File: config.mk
export PLATFORM = sky130hd
export DESIGN_NAME = pmc_top
export DESIGN_NICKNAME = d
export VERILOG_FILES = /design/src/include/pmc_pkg.sv /design/src/logic/pmc_stop_seq.sv /design/src/logic/pmc_top.sv
export VERILOG_INCLUDE_DIRS = /design/src /design/src/include
export SDC_FILE = /design/constraint.sdc
export NUM_CORES = 1
export LEC_CHECK = 0
export BUFFER_PORTS_ARGS = -buffer_cell sky130_fd_sc_hd__buf_4
export CAP_MARGIN = 0
export CORE_UTILIZATION = 30
export CTS_CLUSTER_DIAMETER = 50
export CTS_CLUSTER_SIZE = 10
export DETAILED_ROUTE_END_ITERATION = 8
export SLEW_MARGIN = 20
export SYNTH_ARGS = -nofsm -noshare
export SYNTH_HDL_FRONTEND = slang
export SYNTH_SLANG_ARGS = --single-unit
File: constraint.sdc
create_clock -name aclk -period 5.4 [get_ports aclk]
set_input_delay 1.35 -clock aclk [delete_from_list [all_inputs] [get_ports aclk]]
set_output_delay 1.35 -clock aclk [all_outputs]
set_load 0.005 [all_outputs]
File: src/include/pmc_map.svh
// Register map, field positions, encodings, reset values and timing of the power mode block
`ifndef PMC_MAP_SVH
`define PMC_MAP_SVH

// ----------------------------------------------------------------
// Register indices (byte address is four times the index)
// ----------------------------------------------------------------
`define PMC_IDX_PROT 6'h00
`define PMC_IDX_CTRL 6'h01
`define PMC_IDX_STATE 6'h03
`define PMC_IDX_IRQ_STAT 6'h04
`define PMC_IDX_IRQ_MASK 6'h05

// ----------------------------------------------------------------
// Field positions
// ----------------------------------------------------------------
`define PMC_RUN_MODE_SELECT_HI 6
`define PMC_RUN_MODE_SELECT_LO 5
`define PMC_RSVD_BIT 4
`define PMC_ABORT_BIT 3
`define PMC_STOP_MODE_SELECT_HI 2
`define PMC_STOP_MODE_SELECT_LO 0
`define PMC_PROT_AVLP 5
`define PMC_PROT_AVLLS 1
`define PMC_IRQ_DONE 0
`define PMC_IRQ_ABORT 1

// ----------------------------------------------------------------
// Encodings and reset values
// ----------------------------------------------------------------
`define PMC_RUN_NORMAL 2'h0
`define PMC_RUN_RSVD1 2'h1
`define PMC_RUN_VERY_LOW_POWER_RUN 2'h2
`define PMC_RUN_RSVD3 2'h3
`define PMC_STOP_NORMAL 3'h0
`define PMC_STOP_VLPS 3'h2
`define PMC_STOP_VLLS 3'h4
`define PMC_STATE_RUN 8'h01
`define PMC_STATE_STOP 8'h02
`define PMC_STATE_VERY_LOW_POWER_RUN 8'h04
`define PMC_PROT_RESET 8'h00
`define PMC_RUN_MODE_SELECT_RESET 2'h0
`define PMC_STOP_MODE_SELECT_RESET 3'h0
`define PMC_RESP_OKAY 2'h0
`define PMC_RESP_SLVERR 2'h2

// ----------------------------------------------------------------
// Timing
// ----------------------------------------------------------------
`define PMC_CLK_PERIOD_NS 5
`define PMC_ENTRY_NS 20
`define PMC_ENTRY_CYCLES ((`PMC_ENTRY_NS + `PMC_CLK_PERIOD_NS - 1) / `PMC_CLK_PERIOD_NS)

`endif

File: src/include/pmc_pkg.sv
// Types shared by the power mode control block
package pmc_pkg;

   typedef enum logic [1:0] {
      PMC_SEQ_IDLE = 2'b00,
      PMC_SEQ_ENTER = 2'b01,
      PMC_SEQ_STOPPED = 2'b10
   } pmc_seq_state_type;

   typedef struct packed {
      logic start;
      logic abort;
      logic done;
      logic active;
      logic [2:0] mode;
   } pmc_seq_status_type;

endpackage

File: src/logic/pmc_stop_seq.sv
// Stop mode entry sequencer driven by the core's sleep requests
`timescale 1ns/1ps
`default_nettype none
`include "pmc_map.svh"

module pmc_stop_seq
   import pmc_pkg::*;
#(
   parameter int ENTRY_CYCLES = `PMC_ENTRY_CYCLES,
   parameter int CNT_W = 8
) (
   // Clock and reset
   input wire logic aclk,
   input wire logic aresetn,
   // Core sleep request
   input wire logic sleep_req,
   input wire logic deep_sleep_select,
   input wire logic wake_request,
   // Configuration
   input wire logic [2:0] stop_mode_select,
   // Sequence status
   output pmc_seq_status_type seq
);

   pmc_seq_state_type state;
   logic [CNT_W-1:0] cnt;

   always_ff @(posedge aclk) begin
      if (!aresetn) begin
         state <= PMC_SEQ_IDLE;
         cnt <= '0;
         seq <= '0;
      end else begin
         seq.start <= 1'b0;
         seq.abort <= 1'b0;
         seq.done <= 1'b0;
         case (state)
            PMC_SEQ_IDLE: begin
               // Plain sleep is not ours to sequence
               if (sleep_req && deep_sleep_select) begin
                  state <= PMC_SEQ_ENTER;
                  seq.start <= 1'b1;
                  seq.mode <= stop_mode_select;
                  cnt <= CNT_W'(ENTRY_CYCLES - 1);
               end
            end
            PMC_SEQ_ENTER: begin
               if (wake_request) begin
                  // Abandon without ever asserting the stop state
                  state <= PMC_SEQ_IDLE;
                  seq.abort <= 1'b1;
               end else if (cnt == '0) begin
                  state <= PMC_SEQ_STOPPED;
                  seq.done <= 1'b1;
                  seq.active <= 1'b1;
               end else begin
                  cnt <= cnt - 1'b1;
               end
            end
            PMC_SEQ_STOPPED: begin
               if (wake_request) begin
                  state <= PMC_SEQ_IDLE;
                  seq.active <= 1'b0;
               end
            end
            default: begin
               state <= PMC_SEQ_IDLE;
               seq.active <= 1'b0;
            end
         endcase
      end
   end

   // ----------------------------------------------------------------
   // Checks
   // ----------------------------------------------------------------
   a_abort_no_stop: assert property (@(posedge aclk) disable iff (!aresetn)
      (state == PMC_SEQ_ENTER && wake_request) |=> (!seq.active && !seq.done)[*2])
      else $error("stop entered after abort");
   a_deep_only: assert property (@(posedge aclk) disable iff (!aresetn)
      (state == PMC_SEQ_IDLE && sleep_req && !deep_sleep_select) |=>
      (state == PMC_SEQ_IDLE && !seq.start))
      else $error("sequence started without deep sleep");
   a_entry_mode: assert property (@(posedge aclk) disable iff (!aresetn)
      seq.start |-> seq.mode == $past(stop_mode_select))
      else $error("stop mode not taken from selection");
   // Cycles since the entry started; kept apart from cnt so the check does not trust it
   int unsigned entry_age;

   always_ff @(posedge aclk) begin
      if (!aresetn) begin
         entry_age <= '0;
      end else if (seq.start) begin
         entry_age <= 32'd1;
      end else if (seq.done || seq.abort) begin
         entry_age <= '0;
      end else if (entry_age != '0) begin
         entry_age <= entry_age + 32'd1;
      end
   end

   a_entry_time: assert property (@(posedge aclk) disable iff (!aresetn)
      seq.done |-> entry_age == ENTRY_CYCLES)
      else $error("stop entry took wrong time");

endmodule
`default_nettype wire

File: src/logic/pmc_top.sv
// Power mode control block: register file over AXI4-Lite and stop entry status
// Notes on behaviour
// - Run 10 very low power; 01, 11 reserved
// - Control bit 4 always reads zero
// - Interrupt or reset during entry sets aborted flag
// - Aborted entry never reaches the stop mode
// - Each entry start clears the aborted flag
// - Stop select decides mode entered on sleep
// - Run select 00 means normal run
// - Run writes ignored unless protection permits mode
// - Stop mode only on deep sleep requests
//
// Our own choices: register access over AXI4-Lite and the placing of the registers.
`timescale 1ns/1ps
`default_nettype none
`include "pmc_map.svh"

module pmc_top
   import pmc_pkg::*;
#(
   parameter int ENTRY_CYCLES = `PMC_ENTRY_CYCLES,
   parameter int ADDR_W = 8
) (
   // Clock and reset
   input wire logic aclk,
   input wire logic aresetn,
   // AXI4-Lite write
   input wire logic [ADDR_W-1:0] s_axi_awaddr,
   input wire logic s_axi_awvalid,
   output logic s_axi_awready,
   input wire logic [31:0] s_axi_wdata,
   input wire logic [3:0] s_axi_wstrb,
   input wire logic s_axi_wvalid,
   output logic s_axi_wready,
   output logic [1:0] s_axi_bresp,
   output logic s_axi_bvalid,
   input wire logic s_axi_bready,
   // AXI4-Lite read
   input wire logic [ADDR_W-1:0] s_axi_araddr,
   input wire logic s_axi_arvalid,
   output logic s_axi_arready,
   output logic [31:0] s_axi_rdata,
   output logic [1:0] s_axi_rresp,
   output logic s_axi_rvalid,
   input wire logic s_axi_rready,
   // Core sleep interface
   input wire logic sleep_req,
   input wire logic deep_sleep_select,
   input wire logic wake_request,
   // Power state outputs
   output logic stop_active,
   output logic [2:0] stop_mode_entered,
   output logic [1:0] run_mode,
   output logic irq
);

   pmc_seq_status_type seq;
   logic [7:0] prot;
   logic prot_written;
   logic [2:0] stop_mode;
   logic aborted;
   logic [7:0] mode_state;
   logic [1:0] irq_status;
   logic [1:0] irq_mask;
   logic aw_held;
   logic w_held;
   logic [5:0] aw_idx;
   logic [31:0] wdata_q;
   logic wstrb0_q;
   logic rd_ctrl;
   logic do_write;
   logic wr_ctrl;
   logic [1:0] next_run;
   logic [2:0] next_stop;
   logic [7:0] ctrl_value;
   logic [5:0] ar_idx;

   // ----------------------------------------------------------------
   // Write channel
   // ----------------------------------------------------------------
   assign do_write = aw_held && w_held && !s_axi_bvalid;
   assign wr_ctrl = do_write && wstrb0_q && aw_idx == `PMC_IDX_CTRL;
   assign next_run = wdata_q[`PMC_RUN_MODE_SELECT_HI:`PMC_RUN_MODE_SELECT_LO];
   assign next_stop = wdata_q[`PMC_STOP_MODE_SELECT_HI:`PMC_STOP_MODE_SELECT_LO];
   assign ar_idx = s_axi_araddr[7:2];

   always_ff @(posedge aclk) begin
      if (!aresetn) begin
         s_axi_awready <= 1'b0;
         s_axi_wready <= 1'b0;
         s_axi_bvalid <= 1'b0;
         s_axi_bresp <= `PMC_RESP_OKAY;
         aw_held <= 1'b0;
         w_held <= 1'b0;
         aw_idx <= '0;
         wdata_q <= '0;
         wstrb0_q <= 1'b0;
      end else begin
         if (!aw_held && !s_axi_awready && !s_axi_bvalid) begin
            s_axi_awready <= 1'b1;
         end
         if (!w_held && !s_axi_wready && !s_axi_bvalid) begin
            s_axi_wready <= 1'b1;
         end
         if (s_axi_awvalid && s_axi_awready) begin
            s_axi_awready <= 1'b0;
            aw_held <= 1'b1;
            aw_idx <= s_axi_awaddr[7:2];
         end
         if (s_axi_wvalid && s_axi_wready) begin
            s_axi_wready <= 1'b0;
            w_held <= 1'b1;
            wdata_q <= s_axi_wdata;
            wstrb0_q <= s_axi_wstrb[0];
         end
         if (do_write) begin
            aw_held <= 1'b0;
            w_held <= 1'b0;
            s_axi_bvalid <= 1'b1;
            s_axi_bresp <= (aw_idx == `PMC_IDX_PROT || aw_idx == `PMC_IDX_CTRL ||
               aw_idx == `PMC_IDX_STATE || aw_idx == `PMC_IDX_IRQ_STAT ||
               aw_idx == `PMC_IDX_IRQ_MASK) ? `PMC_RESP_OKAY : `PMC_RESP_SLVERR;
         end
         if (s_axi_bvalid && s_axi_bready) begin
            s_axi_bvalid <= 1'b0;
         end
      end
   end

   // ----------------------------------------------------------------
   // Protection and control fields
   // ----------------------------------------------------------------
   // Protection takes only its first write with byte lane 0 enabled after reset
   always_ff @(posedge aclk) begin
      if (!aresetn) begin
         prot <= `PMC_PROT_RESET;
         prot_written <= 1'b0;
      end else if (do_write && wstrb0_q && aw_idx == `PMC_IDX_PROT && !prot_written) begin
         prot <= wdata_q[7:0] & ((8'h01 << `PMC_PROT_AVLP) | (8'h01 << `PMC_PROT_AVLLS));
         prot_written <= 1'b1;
      end
   end

   always_ff @(posedge aclk) begin
      if (!aresetn) begin
         run_mode <= `PMC_RUN_MODE_SELECT_RESET;
      end else if (wr_ctrl) begin
         if (next_run == `PMC_RUN_NORMAL) begin
            run_mode <= `PMC_RUN_NORMAL;
         end else if (next_run == `PMC_RUN_VERY_LOW_POWER_RUN && prot[`PMC_PROT_AVLP]) begin
            run_mode <= `PMC_RUN_VERY_LOW_POWER_RUN;
         end
      end
   end

   // A stop mode that protection does not permit leaves the selection unchanged
   always_ff @(posedge aclk) begin
      if (!aresetn) begin
         stop_mode <= `PMC_STOP_MODE_SELECT_RESET;
      end else if (wr_ctrl) begin
         if (next_stop == `PMC_STOP_NORMAL ||
            (next_stop == `PMC_STOP_VLPS && prot[`PMC_PROT_AVLP]) ||
            (next_stop == `PMC_STOP_VLLS && prot[`PMC_PROT_AVLLS])) begin
            stop_mode <= next_stop;
         end
      end
   end

   // Only the sequencer moves this flag; bus writes never reach it
   always_ff @(posedge aclk) begin
      if (!aresetn) begin
         aborted <= 1'b0;
      end else if (seq.abort) begin
         aborted <= 1'b1;
      end else if (seq.start) begin
         aborted <= 1'b0;
      end
   end

   always_ff @(posedge aclk) begin
      if (!aresetn) begin
         mode_state <= `PMC_STATE_RUN;
      end else if (seq.active) begin
         mode_state <= `PMC_STATE_STOP;
      end else begin
         mode_state <= (run_mode == `PMC_RUN_VERY_LOW_POWER_RUN) ? `PMC_STATE_VERY_LOW_POWER_RUN : `PMC_STATE_RUN;
      end
   end

   // ----------------------------------------------------------------
   // Interrupt status and mask
   // ----------------------------------------------------------------
   // A new event beats a clear in the same cycle
   always_ff @(posedge aclk) begin
      if (!aresetn) begin
         irq_status <= 2'h0;
         irq_mask <= 2'h0;
         irq <= 1'b0;
      end else begin
         irq_status <= (irq_status & ~((do_write && wstrb0_q &&
            aw_idx == `PMC_IDX_IRQ_STAT) ? wdata_q[1:0] : 2'h0)) |
            {seq.abort, seq.done};
         if (do_write && wstrb0_q && aw_idx == `PMC_IDX_IRQ_MASK) begin
            irq_mask <= wdata_q[1:0];
         end
         irq <= |(irq_status & irq_mask);
      end
   end

   // ----------------------------------------------------------------
   // Read channel
   // ----------------------------------------------------------------
   assign ctrl_value = {1'b0, run_mode, 1'b0, aborted, stop_mode};

   always_ff @(posedge aclk) begin
      if (!aresetn) begin
         s_axi_arready <= 1'b0;
         s_axi_rvalid <= 1'b0;
         s_axi_rdata <= 32'h0000_0000;
         s_axi_rresp <= `PMC_RESP_OKAY;
         rd_ctrl <= 1'b0;
      end else begin
         if (!s_axi_arready && !s_axi_rvalid) begin
            s_axi_arready <= 1'b1;
         end
         if (s_axi_arvalid && s_axi_arready) begin
            s_axi_arready <= 1'b0;
            s_axi_rvalid <= 1'b1;
            s_axi_rresp <= `PMC_RESP_OKAY;
            rd_ctrl <= (ar_idx == `PMC_IDX_CTRL);
            case (ar_idx)
               `PMC_IDX_PROT: s_axi_rdata <= {24'h00_0000, prot};
               `PMC_IDX_CTRL: s_axi_rdata <= {24'h00_0000, ctrl_value};
               `PMC_IDX_STATE: s_axi_rdata <= {24'h00_0000, mode_state};
               `PMC_IDX_IRQ_STAT: s_axi_rdata <= {30'h0000_0000, irq_status};
               `PMC_IDX_IRQ_MASK: s_axi_rdata <= {30'h0000_0000, irq_mask};
               default: begin
                  s_axi_rdata <= 32'h0000_0000;
                  s_axi_rresp <= `PMC_RESP_SLVERR;
               end
            endcase
         end
         if (s_axi_rvalid && s_axi_rready) begin
            s_axi_rvalid <= 1'b0;
         end
      end
   end

   // ----------------------------------------------------------------
   // Stop entry sequencer
   // ----------------------------------------------------------------
   pmc_stop_seq #(
      .ENTRY_CYCLES(ENTRY_CYCLES)
   ) u_seq (
      .aclk(aclk),
      .aresetn(aresetn),
      .sleep_req(sleep_req),
      .deep_sleep_select(deep_sleep_select),
      .wake_request(wake_request),
      .stop_mode_select(stop_mode),
      .seq(seq)
   );

   assign stop_active = seq.active;
   assign stop_mode_entered = seq.mode;

   // ----------------------------------------------------------------
   // Checks
   // ----------------------------------------------------------------
   a_rsvd_reads_zero: assert property (@(posedge aclk) disable iff (!aresetn)
      (s_axi_rvalid && rd_ctrl) |-> !s_axi_rdata[`PMC_RSVD_BIT])
      else $error("reserved control bit read as one");
   a_run_mode_select_reserved: assert property (@(posedge aclk) disable iff (!aresetn)
      (wr_ctrl && next_run[0]) |=> $stable(run_mode))
      else $error("reserved run encoding accepted");
   a_run_mode_select_very_low_power_run: assert property (@(posedge aclk) disable iff (!aresetn)
      (wr_ctrl && next_run == `PMC_RUN_VERY_LOW_POWER_RUN && prot[`PMC_PROT_AVLP]) |=>
      run_mode == `PMC_RUN_VERY_LOW_POWER_RUN ##1 mode_state == `PMC_STATE_VERY_LOW_POWER_RUN || seq.active)
      else $error("permitted very low power run not taken");
   a_run_mode_select_normal: assert property (@(posedge aclk) disable iff (!aresetn)
      (wr_ctrl && next_run == `PMC_RUN_NORMAL) |=> run_mode == `PMC_RUN_NORMAL)
      else $error("normal run not taken");
   a_run_mode_select_blocked: assert property (@(posedge aclk) disable iff (!aresetn)
      (wr_ctrl && next_run == `PMC_RUN_VERY_LOW_POWER_RUN && !prot[`PMC_PROT_AVLP]) |=> $stable(run_mode))
      else $error("run write not blocked by protection");
   a_abort_sets: assert property (@(posedge aclk) disable iff (!aresetn)
      seq.abort |=> aborted && irq_status[`PMC_IRQ_ABORT])
      else $error("abort not recorded");
   a_start_clears: assert property (@(posedge aclk) disable iff (!aresetn)
      (seq.start && !seq.abort) |=> !aborted)
      else $error("aborted flag not cleared at entry start");
   a_abort_ro: assert property (@(posedge aclk) disable iff (!aresetn)
      (!seq.start && !seq.abort) |=> $stable(aborted))
      else $error("aborted flag changed without sequencer");
   a_irq_level: assert property (@(posedge aclk) disable iff (!aresetn)
      ##1 irq == $past(|(irq_status & irq_mask)))
      else $error("interrupt output wrong");

endmodule
`default_nettype wire

Word level (Yosys, flattened, before mapping)
Cells that the tools add are included. Widths: inputs -> output; s select.

Add/sub/neg operators: 1. Eq/ne operators: 20. Multiplexer cells: 25. Bitwise gates (word level): 7. Reduce and logical (&&, ||, !) cells: 63.

Operators with widths (count): $pmux 7 s5 (1); $eq 6x3->1 const B (4); $mux 8 (3); $logic_and 1x1->1 (22); $mux 2 (11); $pmux 8 s2 (1); $reduce_or 2->1 (8); $eq 6x1->1 const B (2); $eq 6x2->1 const B (2); $logic_not 6->1 (2); $reduce_and 2->1 (5); $logic_not 1->1 (8); $logic_not 8->1 (1); $reduce_and 4->1 (2); $sub 8x1->8 const B (1); $eq 2x2->1 const B (3); $logic_or 1x1->1 (6); $mux 1 (6); $ne 2x2->1 const B (3); $pmux 2 s3 (1); $reduce_bool 2->1 (3); $reduce_or 5->1 (1); $and 2x2->2 (2); $logic_not 2->1 (2); other kinds (13) (16).

Bits in registers: 91. Bits of input ports: 62. Logic and storage cells: 146.

Longest topological paths before layout
Depth after elaboration: 8. Gate-level depth with buffers: 6. Depth with buffers taken out: 6.

Modules after synthesis
A second synthesis with hierarchy kept.

Cells, all modules: 306. Area, all modules: 2720.1 µm².

Modules (own cells, without submodules): pmc_top (instances 1, cells each 228, area an instance 1976.9 µm², seq. area each 860.8 µm²); pmc_stop_seq (instances 1, cells each 78, area an instance 743.2 µm², seq. area each 340.3 µm²).

Worst setup path after synthesis
Ideal clock, no wire load.

Path kind: input to register. Start point: input wake_request. End point: register u_seq.cnt[7]. Data arrival time: 2437 ps. Path slack: 2893 ps. Stages on the path: 4. Path buffers: 0. Path through: nor3b_2 > o32ai_4 > or4_1 > a21oi_1.

Cells in the longest elaborated chain, start to end: 2.

Ends and longest elaborated chain: start, declared (line pmc_top.sv:49) `input wire logic wake_request,`; $ne 2x2->1 (no source line); $reduce_and 4->1 (no source line); end signal, assigned (line pmc_stop_seq.sv:44) `cnt <= CNT_W'(ENTRY_CYCLES - 1);`; end signal, assigned (line pmc_stop_seq.sv:57) `cnt <= cnt - 1'b1;`; end, declared (line pmc_stop_seq.sv:26) `logic [CNT_W-1:0] cnt;`.

Every way passes these cells. A chain may end at the register's enable or synchronous reset.

Worst setup path after layout
Ends and elaborated chain as after synthesis.

==> results.md <==
- Die Y: 97.79 um
- CTS Buf Count: 9
- Failing checks: DRC
- R2R Setup Slk: about 3500 ps
- Synth area leaders: dfxtp_1 (44%), buf_4 (8.7%), a21oi_1 (5.8%)
- Row cnt: 34
- Cells after synthesis: 321
- Ratio of cells with drive above 1 in the final layout: 0.2000
- First-pass GRT wire length: 10070 um
- Post-Syn Area per Cell: roughly 8.6 um^2
- Residual DRC: 14
- Power per Cell Area: ~320 nW/um^2
- Main synth FF type: dfxtp_1
- Core Area: 8806 um^2
- Total net switching power: 0.2574 mW
- RSZ-0062 raised after global routing: false
- Hold path depth: 2
- Non-Filler Instances: 473
- Tmin final: 2525 ps
- GRT overflow: 0
- Antenna violations before repair: 0
- Reg-to-reg startpoint: u_seq.cnt[0]
- Worst-case reg-to-reg path depth: 6
- Worst EP arrival: 2800 ps
- Routed vias/inst: 4.744
- Power share of the clock group: 0.424
- Post-route ant nets: 0
- CP startpoint kind: input pin
- Sequential share of power: 0.460
- Final instance area: 3264 um^2
- Setup crit end kind: register
- Post-synthesis sequential area ratio: 0.4364
- Worst-Skew Late Latency: 330 ps
- Die area: approximately 9600 um^2
- Post-synth EDFFs: 0
- DR WL/cell: 12.51 um
- Placed cells: 458
- Hold path endpoint: u_seq.seq[2]
- Htree depth: 3
- Area growth from synthesis to layout: 18.59%
- Yosys warning count: 0
- Worst hold path class: register to register
- Setup slack after layout: 2875 ps
- CP max FO: 9
- Max Cap Viol: 0
- Crit Path Class: input pin to register
- Capturing point of the worst reg2reg path: u_seq.cnt[5]
- Starting Density: 0.3126
- FF+latch count, synth: 60
- Synth area leader: dfxtp_1
- Yosys top cell area share: 0.4364
- # Post-CTS Setup Buffers: 0
- VDD IR max: 99.31 uV
- DR pass1 iterations: 6
- Clock Path Buffers: 2
- Hold Startpoint: u_seq.seq[2]
- Io pins: between 100 and 150
- Internal power: between 0.7 and 0.8 mW
- Post-CTS resize count: 0
- Clock Sinks: 60
- Initial drt markers: 124
- Combinational power share: 0.116
- Worst EP required: approximately 5700 ps
- Worst-Margin Slew: 512.3 ps
- DP HPWL: 4365 um
- GP Congestion: 0.7848
- Register area: 1201 um^2
- Clock-pin slew on the worst setup and hold paths: about 70 ps
- Detailed Route WL: 5916 um
- Max_slew headroom: 0.6497
- Pre-CTS setup slack: 2556 ps
- Vias in the first global route: 2112
- Hold buffer count at cts: 0
- Fill cells: 920
- Final Hold Viols: 0
- Multi-input logic area: 1315 um^2
- Max Fclk: 0.3961 GHz
- Post-route clock period utilization: 0.4676
- Die Wd: 97.79 um
- Layout net count: 424
- Status: finished, violations left
- Maximum number of pins on one net before global-route repair: 40
- Leak Pwr: ~1.3 nW
- Area after DPL: approximately 3000 um^2
- Mapped cell area: 2753 um^2
- Sw frac: 0.2471
- Sum Neg Setup Slack: 0 ps
- # setup viols final: 0
- Port buffer count: 46
- Tot GR Track Use: 0.1315
- Layout Skew: 7.105 ps
- Asr flop ratio synth: 0
- Clk Tree Root Cell: clkbuf_8
- CTS tree: done
- Total inserted antenna cells: 0
- Yosys cell types: 51
- Fin. max-slew vios: 0
- Vias: 2244
## cell usage in the layout, fill, tap and decap left out, types with 4 or more instances in the layout
cell      instances
mux2i_1           9
clkbuf_8         10
inv_1            12
a22oi_1           4
dfxtp_1          60
nand3_1          16
conb_1           29
nor2_1           19
nor2b_1           5
nand4_1           4
nor4_1            4
buf_4            47
a21oi_1          32
nand2_1          38
o21ai_0           8
a31oi_1           5
nor3_1           10
## worst max-delay path by stage
stage,startpoint,to,slack [ps],cells past startpoint
after detailed placement,wake_request,u_seq.cnt[7],2560,5
final,wake_request,u_seq.cnt[7],2880,5
after global routing,wake_request,u_seq.cnt[7],2860,5
after floorplan,wake_request,u_seq.cnt[7],2890,4
after global placement,wake_request,u_seq.cnt[7],2590,5
after CTS,wake_request,u_seq.cnt[7],2910,5
## flip-flops by register name (all words and copies together) (netlist names), 2 cells and up
signal       count
wdata_q          5
irq_status       2
mode_state       3
s_axi_rdata      6
aw_idx           6
prot             2
stop_mode        3
u_seq.cnt        8
irq_mask         2
u_seq.state      2
u_seq.seq        7
## critical path: stages
cell,delay (ps)
buf_4,140
nor3b_2,410
o32ai_4,240
or4_1,510
a21oi_1,150
## per-layer routing
metal / up-vias / routed length, um / global-route usage
li1: 1145 / - / -
met1: 1021 / 2894 / 0.1756
met2: 67 / 2638 / 0.2008
met3: 11 / 278 / 0.03436
met4: 0 / 105 / 0.05594
met5: - / 0 / 0
## final cells by class
type,count,share of cell area
Clock buffer,11,0.04331
Clock inverter,4,0.02261
Inverter,12,0.01380
Multi-Input combinational cell,231,0.4028
Sequential cell,60,0.3680
Tap cell,108,0.04140
Timing Repair Buffer,47,0.1081
## Yosys cell counts, types with 2 or more instances
cell      count
a21oi_1      32
a22oi_1       4
a31oi_1       5
and2_1        2
and3_1        2
buf_4        32
clkbuf_1     13
dfxtp_1      60
inv_1        12
mux2_2        3
mux2i_1       9
nand2_1      38
nand2b_1      3
nand3_1      16
nand3b_1      2
nand4_1       4
nor2_1       19
nor2b_1       5
nor3_1       10
nor3b_1       2
nor4_1        4
o21ai_0       8
o31ai_1       3
o41ai_1       2
or3_1         3
or4_1         3
## power by group through the flow
stage               Sequential [mW]  Clock, mW  Combinational (mW)
finish                        0.479      0.442               0.121
global route                  0.483      0.476               0.134
CTS                           0.479      0.453               0.120
detailed placement            0.489          0               0.120
global placement              0.488          0               0.117
floorplan                     0.482          0              0.0996
## per-stage QoR
stage / hold slack [ps] / util / total power [mW]
after floorplan: 422.3 / - / 0.5811
after global placement: 441.1 / 0.3463 / 0.6053
after detailed placement: 446.9 / 0.3463 / 0.6093
after CTS: 457.1 / 0.3707 / 1.052
after global routing: 475.2 / 0.3707 / 1.093
final: 453.3 / 0.3707 / 1.042
## logic make-up (layout without fill, tap and decap cells)
logic type      count (synthesis)  after routing  share of synthesized area
buf+inv                        58             74                     0.1241
fa+ha+maj                       1              1                   0.004545
flops                          60             60                     0.4364
compound gates                 63             63                     0.1432
xor+xnor                        2              2                   0.006365
other cells                     1             29                   0.001362
mux                            12             12                    0.04500
simple gates                  124            124                     0.2391
(Power assumes the default switching activity.)
